$ cat config.mk
export PLATFORM = sky130hd
export DESIGN_NAME = cgm_mode_ctrl
export DESIGN_NICKNAME = d
export VERILOG_FILES = /design/src/rtl/cgm_pkg.sv /design/src/rtl/cgm_mode_ctrl.sv
export SDC_FILE = /design/constraint.sdc
export NUM_CORES = 1
export LEC_CHECK = 0
export BUFFER_PORTS_ARGS = -buffer_cell sky130_fd_sc_hd__buf_2
export CAP_MARGIN = 0
export CORE_MARGIN = 2
export CORE_UTILIZATION = 53
export DETAILED_ROUTE_END_ITERATION = 7
export PLACE_DENSITY = 0.79
export SETUP_SLACK_MARGIN = 0.5
export SLEW_MARGIN = 20
export SYNTH_ARGS = -nofsm -noshare
export SYNTH_HDL_FRONTEND = slang
export SYNTH_SLANG_ARGS = --single-unit
$ cat constraint.sdc
create_clock -name i_ref_clk -period 5.3 [get_ports i_ref_clk]
set_clock_uncertainty 0.2 [all_clocks]
set_input_delay 0.795 -clock i_ref_clk [delete_from_list [all_inputs] [get_ports i_ref_clk]]
set_output_delay 0.795 -clock i_ref_clk [all_outputs]
set_load 0.02 [all_outputs]
$ cat src/rtl/cgm_pkg.sv
// ============================================================
// shared constants and types of the clock generator mode control
package cgm_pkg;

  // ============================================================
  // output source select / status encodings
  localparam logic [1:0] OUTPUT_SOURCE_SELECT_LOOP = 2'h0;  // loop output drives the generated clock
  localparam logic [1:0] OUTPUT_SOURCE_SELECT_INT  = 2'h1;  // raw internal reference
  localparam logic [1:0] OUTPUT_SOURCE_SELECT_EXT  = 2'h2;  // raw external reference
  localparam logic [1:0] OUTPUT_SOURCE_SELECT_SYN  = 2'h3;  // status only: phase-locked loop output

  // ============================================================
  // values after reset
  localparam logic [1:0] OUTPUT_DIVIDER_RESET  = 2'h1;  // divide-by-2
  localparam logic [2:0] REFERENCE_DIVIDER_RESET  = 3'h0;
  localparam logic [3:0] SYNTH_MULTIPLIER_RESET  = 4'h1;
  localparam logic       REF_SOURCE_SELECT_RESET = 1'h1;

  // ============================================================
  // timing: reference clock rate and settle / lock times
  localparam int CLK_MHZ           = 100;
  localparam int T_IREFST_US       = 6;                       // internal reference settle time
  localparam int IREFST_CYCLES     = T_IREFST_US * CLK_MHZ;   // least time, already whole cycles
  localparam int T_LOOP_LOCK_MS    = 1;                       // loop lock time
  localparam int LOOP_LOCK_CYCLES  = T_LOOP_LOCK_MS * 1000 * CLK_MHZ;

  // ============================================================
  // frequency arithmetic
  localparam int FLL_MULT_SHIFT = 10;  // times 1024
  localparam int BUS_DIV_SHIFT  = 1;   // bus = output / 2
  localparam int SYNTH_MULTIPLIER_SHIFT     = 2;   // multiplier = 4 * code

  // ============================================================
  // operating modes, gray along fei-fbe-pbe-pee
  typedef enum logic [2:0] {
    CGM_FEI  = 3'h0,
    CGM_FBE  = 3'h1,
    CGM_PBE  = 3'h3,
    CGM_PEE  = 3'h2,
    CGM_LOWPOWER_BYPASS_EXTERNAL_MODE = 3'h6,
    CGM_LOWPOWER_BYPASS_INTERNAL_MODE = 3'h7,
    CGM_FBI  = 3'h5,
    CGM_FEE  = 3'h4
  } cgm_mode_type;

  // software control bits
  typedef struct packed {
    logic [1:0] output_source_select;
    logic [2:0] reference_divider;
    logic       ref_source_select;
    logic       internal_ref_out_enable;
    logic [1:0] output_divider;
    logic       low_power_bit;
    logic       oscillator_request;
    logic       external_ref_out_enable;
    logic       loop_type_select;
    logic [3:0] synth_multiplier;
  } cgm_cfg_type;

  // status seen by software
  typedef struct packed {
    logic [1:0] output_source_status;
    logic       ref_source_status;
    logic       loop_type_status;
    logic       lock;
    logic       oscillator_ready;
    logic       internal_ref_stable;
  } cgm_status_type;

endpackage : cgm_pkg

$ cat src/rtl/cgm_mode_ctrl.sv
`timescale 1ns/100ps
// Functional notes
// - reset enters engaged-internal mode, divider by two
// - internal reference settles first, then a loop on it locks
// - from reset only three modes are directly reachable
// - bypassed-external keeps loop running and locking
// - external on output reports status 10
// - internal on output reports status 01
// - each selection has a matching status indication
// - bus frequency is output frequency over two
// - fll engaged output is reference times 1024
// - pll engaged output uses multiplier and dividers
// - bypassed output is raw reference over divider
// - unavailable source keeps previous clock selected
// - low-power bit stops loops in bypass, clearing lets lock
module cgm_mode_ctrl
  import cgm_pkg::*;
#(
  parameter int LOCK_CYCLES = LOOP_LOCK_CYCLES  // shorten for simulation
) (
  // clock and reset
  input  wire logic           i_ref_clk,
  input  wire logic           i_rst,
  // software control
  input  wire logic           i_cfg_write,
  input  wire cgm_cfg_type    i_cfg,
  // oscillator pin and reference frequencies
  input  wire logic           i_osc_stable,
  input  wire logic [31:0]    i_int_ref_hz,
  input  wire logic [31:0]    i_ext_ref_hz,
  // status and derived values
  output cgm_status_type      o_status,
  output cgm_mode_type        o_mode,
  output cgm_cfg_type         o_cfg,
  output logic                o_loop_enable,
  output logic                o_int_ref_enable,
  output logic                o_ext_ref_enable,
  output logic [47:0]         o_out_hz,
  output logic [47:0]         o_bus_hz
);

  // ============================================================
  // state of the block
  typedef struct packed {
    cgm_mode_type   mode;
    cgm_cfg_type    cfg;
    cgm_status_type st;
    logic           osc_meta;      // first synchroniser stage, read only by osc_sync
    logic           osc_sync;
    logic [15:0]    irc_cnt;       // internal reference settle counter
    logic [31:0]    lock_cnt;      // loop lock counter
    logic [47:0]    out_hz;
    logic [47:0]    bus_hz;
  } cgm_state_type;

  cgm_state_type s_q;             // registered state
  cgm_state_type s_d;             // next state

  // ============================================================
  // decode a control word into the mode it asks for
  function automatic cgm_mode_type decode_mode(input cgm_cfg_type c, input cgm_mode_type cur);
    cgm_mode_type m;
    m = cur;
    case (c.output_source_select)
      OUTPUT_SOURCE_SELECT_LOOP: begin
        // internal reference with pll is not a mode; treat as fei
        if (c.ref_source_select) begin
          m = CGM_FEI;
        end else begin
          m = c.loop_type_select ? CGM_PEE : CGM_FEE;
        end
      end
      OUTPUT_SOURCE_SELECT_INT: begin
        m = c.low_power_bit ? CGM_LOWPOWER_BYPASS_INTERNAL_MODE : CGM_FBI;
      end
      OUTPUT_SOURCE_SELECT_EXT: begin
        if (c.low_power_bit) begin
          m = CGM_LOWPOWER_BYPASS_EXTERNAL_MODE;
        end else begin
          m = c.loop_type_select ? CGM_PBE : CGM_FBE;
        end
      end
      default: begin
        m = cur;  // reserved select keeps the current mode
      end
    endcase
    return m;
  endfunction : decode_mode

  // ============================================================
  // next-state logic
  always_comb begin
    cgm_mode_type req_mode;
    logic         accept;
    logic         ext_avail;
    logic         int_avail;
    logic         loops_on;
    logic         ref_ok;
    logic [1:0]   want_st;
    logic [47:0]  ref_ext_hz;
    logic [47:0]  ref_hz;
    logic [47:0]  raw_hz;
    req_mode   = CGM_FEI;
    accept     = 1'b0;
    ext_avail  = 1'b0;
    int_avail  = 1'b0;
    loops_on   = 1'b0;
    ref_ok     = 1'b0;
    want_st    = OUTPUT_SOURCE_SELECT_LOOP;
    ref_ext_hz = '0;
    ref_hz     = '0;
    raw_hz     = '0;
    s_d        = s_q;

    // oscillator pin passes two flip-flops
    s_d.osc_meta = i_osc_stable;
    s_d.osc_sync = s_q.osc_meta;
    // ready only while a crystal is requested
    s_d.st.oscillator_ready = s_q.osc_sync & s_q.cfg.oscillator_request;

    // software writes are taken only toward a reachable mode
    if (i_cfg_write) begin
      req_mode = decode_mode(i_cfg, s_q.mode);
      // from reset mode only fee, fbe and fbi are entered directly
      accept = (s_q.mode != CGM_FEI) || (req_mode == CGM_FEI) || (req_mode == CGM_FEE) ||
               (req_mode == CGM_FBE) || (req_mode == CGM_FBI);
      if (i_cfg.output_source_select == OUTPUT_SOURCE_SELECT_SYN) begin
        accept = 1'b0;  // reserved encoding ignored
      end
      if (accept) begin
        s_d.cfg  = i_cfg;  // output divider takes effect at once
        s_d.mode = req_mode;
      end
    end

    // internal reference settles before a loop on it may lock
    if (s_q.irc_cnt < 16'(IREFST_CYCLES)) begin
      s_d.irc_cnt = s_q.irc_cnt + 16'h0001;
    end
    s_d.st.internal_ref_stable = (s_q.irc_cnt >= 16'(IREFST_CYCLES));

    // source availability: a crystal must report ready
    int_avail = s_q.st.internal_ref_stable;
    ext_avail = s_q.cfg.oscillator_request ? s_q.st.oscillator_ready : 1'b1;

    // reference source status follows the select once available
    if (s_q.cfg.ref_source_select ? int_avail : ext_avail) begin
      s_d.st.ref_source_status = s_q.cfg.ref_source_select;
    end
    s_d.st.loop_type_status = s_q.cfg.loop_type_select;

    // loops run unless low power and bypassed; bypassed-external keeps locking
    loops_on = !(s_q.cfg.low_power_bit && (s_q.cfg.output_source_select != OUTPUT_SOURCE_SELECT_LOOP));
    ref_ok   = s_q.st.ref_source_status ? s_q.st.internal_ref_stable : ext_avail;

    // lock restarts whenever the reference or loop type changes
    if (!loops_on || !ref_ok ||
        (s_d.st.ref_source_status != s_q.st.ref_source_status) ||
        (s_d.st.loop_type_status != s_q.st.loop_type_status)) begin
      s_d.lock_cnt = '0;
      s_d.st.lock  = 1'b0;
    end else if (s_q.lock_cnt < 32'(LOCK_CYCLES)) begin
      s_d.lock_cnt = s_q.lock_cnt + 32'h0000_0001;
    end else begin
      s_d.st.lock = 1'b1;
    end

    // output source switch; unavailable target keeps the previous clock
    case (s_q.cfg.output_source_select)
      OUTPUT_SOURCE_SELECT_INT: begin
        if (int_avail) begin
          s_d.st.output_source_status = OUTPUT_SOURCE_SELECT_INT;
        end
      end
      OUTPUT_SOURCE_SELECT_EXT: begin
        if (ext_avail) begin
          s_d.st.output_source_status = OUTPUT_SOURCE_SELECT_EXT;
        end
      end
      OUTPUT_SOURCE_SELECT_LOOP: begin
        if (s_q.st.lock) begin
          want_st = s_q.st.loop_type_status ? OUTPUT_SOURCE_SELECT_SYN : OUTPUT_SOURCE_SELECT_LOOP;
          s_d.st.output_source_status = want_st;
        end
      end
      default: begin
        s_d.st.output_source_status = s_q.st.output_source_status;
      end
    endcase

    // generated clock frequency from the actual selection
    ref_ext_hz = {16'h0000, i_ext_ref_hz} >> s_q.cfg.reference_divider;
    ref_hz     = s_q.st.ref_source_status ? {16'h0000, i_int_ref_hz} : ref_ext_hz;
    case (s_q.st.output_source_status)
      OUTPUT_SOURCE_SELECT_LOOP: begin
        raw_hz = ref_hz << FLL_MULT_SHIFT;
      end
      OUTPUT_SOURCE_SELECT_SYN: begin
        raw_hz = 48'(ref_ext_hz * {s_q.cfg.synth_multiplier, 2'h0});
      end
      OUTPUT_SOURCE_SELECT_INT: begin
        raw_hz = {16'h0000, i_int_ref_hz};
      end
      default: begin
        raw_hz = {16'h0000, i_ext_ref_hz};
      end
    endcase
    s_d.out_hz = raw_hz >> s_q.cfg.output_divider;
    s_d.bus_hz = s_d.out_hz >> BUS_DIV_SHIFT;
  end

  // ============================================================
  // state register with synchronous reset
  always_ff @(posedge i_ref_clk) begin
    if (i_rst) begin
      s_q                             <= '0;
      s_q.mode                        <= CGM_FEI;
      s_q.cfg.output_source_select    <= OUTPUT_SOURCE_SELECT_LOOP;
      s_q.cfg.ref_source_select       <= REF_SOURCE_SELECT_RESET;
      s_q.cfg.reference_divider       <= REFERENCE_DIVIDER_RESET;
      s_q.cfg.output_divider          <= OUTPUT_DIVIDER_RESET;
      s_q.cfg.synth_multiplier        <= SYNTH_MULTIPLIER_RESET;
      s_q.st.ref_source_status        <= REF_SOURCE_SELECT_RESET;
      s_q.st.output_source_status     <= OUTPUT_SOURCE_SELECT_LOOP;
    end else begin
      s_q <= s_d;
    end
  end

  // ============================================================
  // outputs from flip-flops; enable flags decoded from the registered control
  assign o_status         = s_q.st;
  assign o_mode           = s_q.mode;
  assign o_cfg            = s_q.cfg;
  assign o_out_hz         = s_q.out_hz;
  assign o_bus_hz         = s_q.bus_hz;
  // loops enabled flag mirrors the low-power decision
  assign o_loop_enable    = !(s_q.cfg.low_power_bit && (s_q.cfg.output_source_select != OUTPUT_SOURCE_SELECT_LOOP));
  // internal reference kept on when requested or in use
  assign o_int_ref_enable = s_q.cfg.internal_ref_out_enable | s_q.cfg.ref_source_select |
                            (s_q.cfg.output_source_select == OUTPUT_SOURCE_SELECT_INT);
  // oscillator kept on when its output or an external mode needs it
  assign o_ext_ref_enable = s_q.cfg.external_ref_out_enable | !s_q.cfg.ref_source_select |
                            (s_q.cfg.output_source_select == OUTPUT_SOURCE_SELECT_EXT);

endmodule : cgm_mode_ctrl

Word-level counts from Yosys, hierarchy flattened
Index checks and enable logic that the tools add are counted.
{ "totals": {"out_inout_bits": 126, "ff_bits": 173, "elab_cells": 93, "input_bits": 85} }
{ "op_classes": {"shifts": 2, "n_mul": 1, "addsub": 2, "bitwise_logic": 5, "n_lt_le_gt_ge": 3, "mux": 20, "n_reduce_logical": 21, "n_eq_ne": 15} }
{ "ops": {"columns": ["op", "n"], "rows": [
  ["48-bit case mux with 3 select lines", 1],
  ["48-bit by 4-bit multiplier with 46-bit output", 1],
  ["32-bit by 3-bit right shift with 48-bit output", 1],
  ["48-bit by 2-bit right shift with 48-bit output", 1],
  ["38-bit two-way mux", 1],
  ["32-bit by 1-bit adder with 32-bit output (second input constant)", 1],
  ["32-bit by 17-bit less-than comparator with 1-bit output (second input constant)", 1],
  ["16-bit by 1-bit adder with 16-bit output (second input constant)", 1],
  ["16-bit by 10-bit >= comparator with 1-bit output (second input constant)", 1],
  ["16-bit by 10-bit less-than comparator with 1-bit output (second input constant)", 1],
  ["2-bit two-way mux", 6],
  ["3-bit two-way mux", 4],
  ["3-bit case mux with 3 select lines", 1],
  ["2-bit equality test (second input constant)", 4],
  ["1-bit logical OR", 7],
  ["2-bit by 1-bit equality test with 1-bit output (second input constant)", 3],
  ["3-bit equality test (second input constant)", 2],
  ["2-bit logical NOT", 3],
  ["1-bit two-way mux", 6],
  ["2-bit inequality test (second input constant)", 3],
  ["2-bit case mux with 3 select lines", 1],
  ["3-bit nonzero test", 2],
  ["1-bit OR", 4],
  ["4-bit AND reduction", 1],
  ["9 further kinds", 12]
]} }

Depth between registers and ports, before layout
{ "logic_depth": {"ltp_word": 12, "depth_mapped": 23, "mapped_depth_nobuf": 20} }

Worst setup path before layout
No wires, ideal clock.
{ "synth_path": {"path_type": "in2reg", "startpoint": "in i_ext_ref_hz[25]", "endpoint": "reg s_q, in the netlist o_out_hz[35]", "required_ns": 5.021, "setup_ns": 0.079, "path_stages": 19, "arrival_time_ns": 4.881, "path_buffers": 1, "path_slack_ns": 0.140, "cell_sequence": "mux4_1 > nand2_1 > o21ai_0 > and2_1 > fa_1 > inv_1 > fa_1 > inv_1 > ha_1 > clkbuf_1 > and3_2 > nand2_1 > a211oi_1 > o21ai_0 > o21ai_0 > xnor2_1 > a2bb2oi_1 > or4_1 > o211ai_1"} }
{ "synth_between": {"elab_chain_cells": 4, "elab_cells_between_ends": 5, "classes_between": "mul: 1; shift: 2; mux: 2"} }
{ "synth_lines": {"columns": ["element", "line", "text"], "rows": [
  ["start, declared", "cgm_mode_ctrl.sv:30", "input wire logic [31:0] i_ext_ref_hz,"],
  ["32-bit by 3-bit right shift with 48-bit output", "cgm_mode_ctrl.sv:192", "ref_ext_hz = {16'h0000, i_ext_ref_hz} >> s_q.cfg.reference_divider;"],
  ["48-bit by 4-bit multiplier with 46-bit output / 38-bit two-way mux (equally long branches)", "cgm_mode_ctrl.sv:199, cgm_mode_ctrl.sv:193", null],
  ["48-bit case mux with 3 select lines (*)", "cgm_mode_ctrl.sv:194", "case (s_q.st.output_source_status)"],
  ["48-bit by 2-bit right shift with 48-bit output (*)", "cgm_mode_ctrl.sv:208", "s_d.out_hz = raw_hz >> s_q.cfg.output_divider;"],
  ["end, declared", "cgm_mode_ctrl.sv:56", "cgm_state_type s_q;"]
]} }
Mark *: on every way between the ends. The rest lies on a longest branch, timed or not.
A chain may end at the register's enable or synchronous reset.

Worst setup path after layout
{ "layout_path": {"startpoint": "reg s_q, in the netlist o_cfg[12]", "endpoint": "reg s_q, in the netlist o_out_hz[15]"} }
{ "layout_between": {"elab_chain_cells": 4, "elab_cells_between_ends": 5, "classes_between": "mul: 1; shift: 2; mux: 2"} }
{ "layout_lines": {"columns": ["element", "line"], "rows": [
  ["32-bit by 3-bit right shift with 48-bit output (*)", "cgm_mode_ctrl.sv:192"],
  ["48-bit by 4-bit multiplier with 46-bit output / 38-bit two-way mux (equally long branches)", "cgm_mode_ctrl.sv:199, cgm_mode_ctrl.sv:193"],
  ["48-bit case mux with 3 select lines (*)", "cgm_mode_ctrl.sv:194"],
  ["48-bit by 2-bit right shift with 48-bit output (*)", "cgm_mode_ctrl.sv:208"]
]} }
Marked as above.

==> flow_metrics.env <==
export IMPL_holdPathStages=1
export IMPL_synth_edff_count=0
export IMPL_p_int_uw=2800
export IMPL_max_stage_delay_ns=0.57
export IMPL_tightest_slew_ns=1.02
export IMPL_worstSetupStartpointType="flip-flop"
export IMPL_io_pins=211
export IMPL_ys_seq_area_frac=0.186
export IMPL_reg2reg_slack_ns=0.13
export IMPL_post_synth_top_count_cell="nor2_1"
export IMPL_cp_startpoint="o_cfg[12]$_SDFFE_PP0P_"
export IMPL_ys_async_sr_fraction=0
export IMPL_antenna_left=0
export IMPL_relSlewSlack=0.320
export IMPL_final_util=0.682
export IMPL_rsz0062_at_grt="true"
export IMPL_avgSynthCellArea_um2=8.19
export IMPL_core_area_um2=23600
export IMPL_crit_path_max_fanout=6
export IMPL_ff2ff_path_depth=20
export IMPL_setup_ws_ns=0.130
export IMPL_antenna_found_initial=1
export IMPL_endpoint="o_out_hz[15]$_SDFF_PP0_"
export IMPL_place_congestion=0.967
export IMPL_hold_violations=0
export IMPL_wire_per_inst_um=19.5
export IMPL_pre_cts_slack_ns=-0.255
export IMPL_clk_latency_ns=0.41
export IMPL_worstPathArrival_ns=5.21
export IMPL_fin_crit_ns=5.17
export IMPL_grt_pass1_wl_um=64700
export IMPL_ys_warn_count=0
export IMPL_power_frac_seq=0.220
export IMPL_power_leakage_uw=0.00719
export IMPL_p_per_area_nw_per_um2=284
export IMPL_cts_buffers_inserted=17
export IMPL_r2r_start="o_cfg[12]$_SDFFE_PP0P_"
export IMPL_drt_pass1_iter_count=7
export IMPL_via_per_inst=5.85
export IMPL_vias=12398
export IMPL_hp_class="reg2reg"
export IMPL_synth_cell_types=98
export IMPL_wl_um=41400
export IMPL_clk_path_buf_depth=2
export IMPL_fmax_mhz=193
export IMPL_clock_power_share=0.264
export IMPL_critical_path_class="reg2reg"
export IMPL_maxCapViolations=0
export IMPL_drv_slew=0
export IMPL_ys_ff_latch=119
export IMPL_outcome="complete, no violations"
export IMPL_synthTopCellsByCount="nor2_1, inv_1, buf_4, nand2_1, dfxtp_1"
export IMPL_synthTopCellsByArea="dfxtp_1, fa_1, buf_4"
export IMPL_die_area_um2=25500
export IMPL_grt_remaining_overflow=0
export IMPL_yosys_area_top_type="dfxtp_1"
export IMPL_clkSlewWorstSetupHoldPaths_ns=0.06
export IMPL_p_sw_uw=1770
export IMPL_fill_cells=1839
export IMPL_ir_worst_vdd_uv=256
export IMPL_clock_sinks=119
export IMPL_r2r_end="o_out_hz[15]$_SDFF_PP0_"
export IMPL_grt_start_max_net_pins=63
export IMPL_synthesis_area_um2=12800
export IMPL_period_share=0.976
export IMPL_synth_top_cell_area_share=0.186
export IMPL_drt_initial_drc_count=1030
export IMPL_die_h_um=160
export IMPL_drive_gt1_frac=0.391
export IMPL_netSwitchingFraction=0.388
export IMPL_initial_core_util=0.543
export IMPL_grt_pass1_vias=12324
export IMPL_nNetsFinal=1973
export IMPL_clockRootBuffer="clkbuf_16"
export IMPL_syn_to_final_growth_pct=25.5
export IMPL_cts_hold_fix_buffers=0
export IMPL_cp_cell_sequence="buf_8 > mux4_2 > nand2_2 > nand2_4 > and2_4 > fa_1 > inv_2 > fa_1 > inv_2 > ha_4 > o21a_1 > o21ai_4 > a211oi_4 > buf_4 > nor2_2 > xnor2_2 > mux4_2 > nand2_1 > o21a_1 > o22ai_2"
export IMPL_placedInstanceArea_um2=14300
export IMPL_die_w_um=160
export IMPL_combPwrFrac=0.516
export IMPL_dpl_hpwl_um=31100
export IMPL_crit_path_top_delay_cell="mux4_2"
export IMPL_worstPathRequired_ns=5.34
export IMPL_drc=0
export IMPL_design_area_um2=16100
export IMPL_grt_usage=0.316
export IMPL_synthesis_instances=1567
export IMPL_yosys_most_used_dff="dfxtp_1"
export IMPL_htree_levels=4
export IMPL_crit_path_end_kind="flip-flop"
export IMPL_place_port_buffers=197
export IMPL_cts_tree="yes"
export IMPL_setup_violations=0
export IMPL_rows=56
==> per-layer routing <==
layer / up-vias / track usage / share of wire / wire, um
li1: 5674 / - / - / -
met1: 5989 / 0.396 / 0.40 / 16400
met2: 602 / 0.525 / 0.47 / 19600
met3: 133 / 0.0432 / 0.070 / 2880
met4: 0 / 0.172 / 0.060 / 2470
met5: - / 0 / 0 / 0
==> registers in the layout, summed over array words and instances, names as in the netlist <==
| signal | cells |
|---|---|
| o_cfg | 17 |
| o_out_hz | 42 |
| s_q | 49 |
| o_mode | 3 |
| s_d | 1 |
| o_status | 7 |
==> metrics by stage <==
step           power, uW  cells  hold slack [ns]  TNS, ns
2_1_floorplan       2460   1579            0.214        0
3_3_place_gp        2970   2055            0.223    -2.33
3_5_place_dp        3010   2055            0.235    -4.52
4_1_cts             4380   2105            0.262        0
5_1_grt             4810   2117            0.269        0
6_report            4570   2118            0.260        0
==> timing repair <==
action / 4_1_cts / 5_1_grt
resized for setup: 98 / 105
setup buffers: 15 / 12
endpoints found under the setup margin: 32 / 34
cloned: 3 / 0
pin swaps: 37 / 47
endpoints found under the hold margin: 0 / 0
==> power by group through the flow <==
stage / clock network [uW] / registers [uW] / logic [uW]
6_report: 1210 / 1010 / 2360
5_1_grt: 1270 / 1010 / 2530
4_1_cts: 1210 / 1000 / 2160
3_5_place_dp: 0 / 1020 / 1980
3_3_place_gp: 0 / 1020 / 1950
2_1_floorplan: 0 / 996 / 1460
==> cell usage in the layout, fill, tap and decap left out, types with 14 or more instances in the layout <==
master,count
a21oi_1,55
a21oi_2,27
and2_1,52
buf_2,197
buf_4,183
clkbuf_16,17
dfxtp_1,116
fa_1,59
ha_1,20
ha_4,21
inv_1,121
inv_2,15
mux2_2,19
mux2i_1,49
mux2i_2,14
mux2i_4,15
mux4_2,21
nand2_1,108
nand2b_1,16
nand3_1,20
nand4_1,18
nor2_1,126
nor2b_1,43
nor3_1,14
o211ai_1,17
o21ai_0,40
o21ai_1,15
o21ai_2,14
o22ai_1,22
xnor2_1,17
xor2_1,22
==> layout make-up <==
| cell class | count | area, um^2 | share of cell area |
|---|---|---|---|
| multi-input combinational | 1111 | 9520 | 0.591 |
| timing repair buffer | 399 | 2660 | 0.165 |
| sequential | 119 | 2390 | 0.148 |
| inverter | 137 | 514 | 0.0319 |
| clock buffer | 20 | 447 | 0.0277 |
| tap | 319 | 399 | 0.0248 |
| clock inverter | 12 | 175 | 0.0109 |
| antenna | 1 | 2.50 | 0.000155 |
==> worst min path at each step <==
stage	from	endpoint
after floorplan	s_d[144]$_SDFF_PP0_	s_q[144]$_SDFF_PP0_
after global placement	s_d[144]$_SDFF_PP0_	s_q[144]$_SDFF_PP0_
after detailed placement	s_d[144]$_SDFF_PP0_	s_q[144]$_SDFF_PP0_
after CTS	s_q[140]$_SDFFE_PP0N_	s_q[140]$_SDFFE_PP0N_
after global routing	s_q[140]$_SDFFE_PP0N_	s_q[140]$_SDFFE_PP0N_
final	s_q[114]$_SDFFE_PP0N_	s_q[114]$_SDFFE_PP0N_
==> worst max-delay path: cells and delay by family, from the launching register on <==
kind | cells | cell delay (ns)
adders and majority gates | 3 | 1.41
muxes | 2 | 1.12
AOI/OAI and AO/OA | 5 | 0.80
and+or+nand+nor | 5 | 0.50
DFF | 1 | 0.42
buffers and inverters | 4 | 0.41
xor gates and xnor gates | 1 | 0.14
==> cells by family after synthesis <==
kind of cell / Yosys count / share of synthesized area
and+or+nand+nor: 505 / 0.196
buffers and inverters: 349 / 0.162
AOI/OAI and AO/OA: 324 / 0.169
muxes: 125 / 0.123
DFF: 119 / 0.186
adders and majority gates: 103 / 0.136
xor gates and xnor gates: 41 / 0.0280
other: 1 / 0.000292
Power figures use the tool's default switching activity.
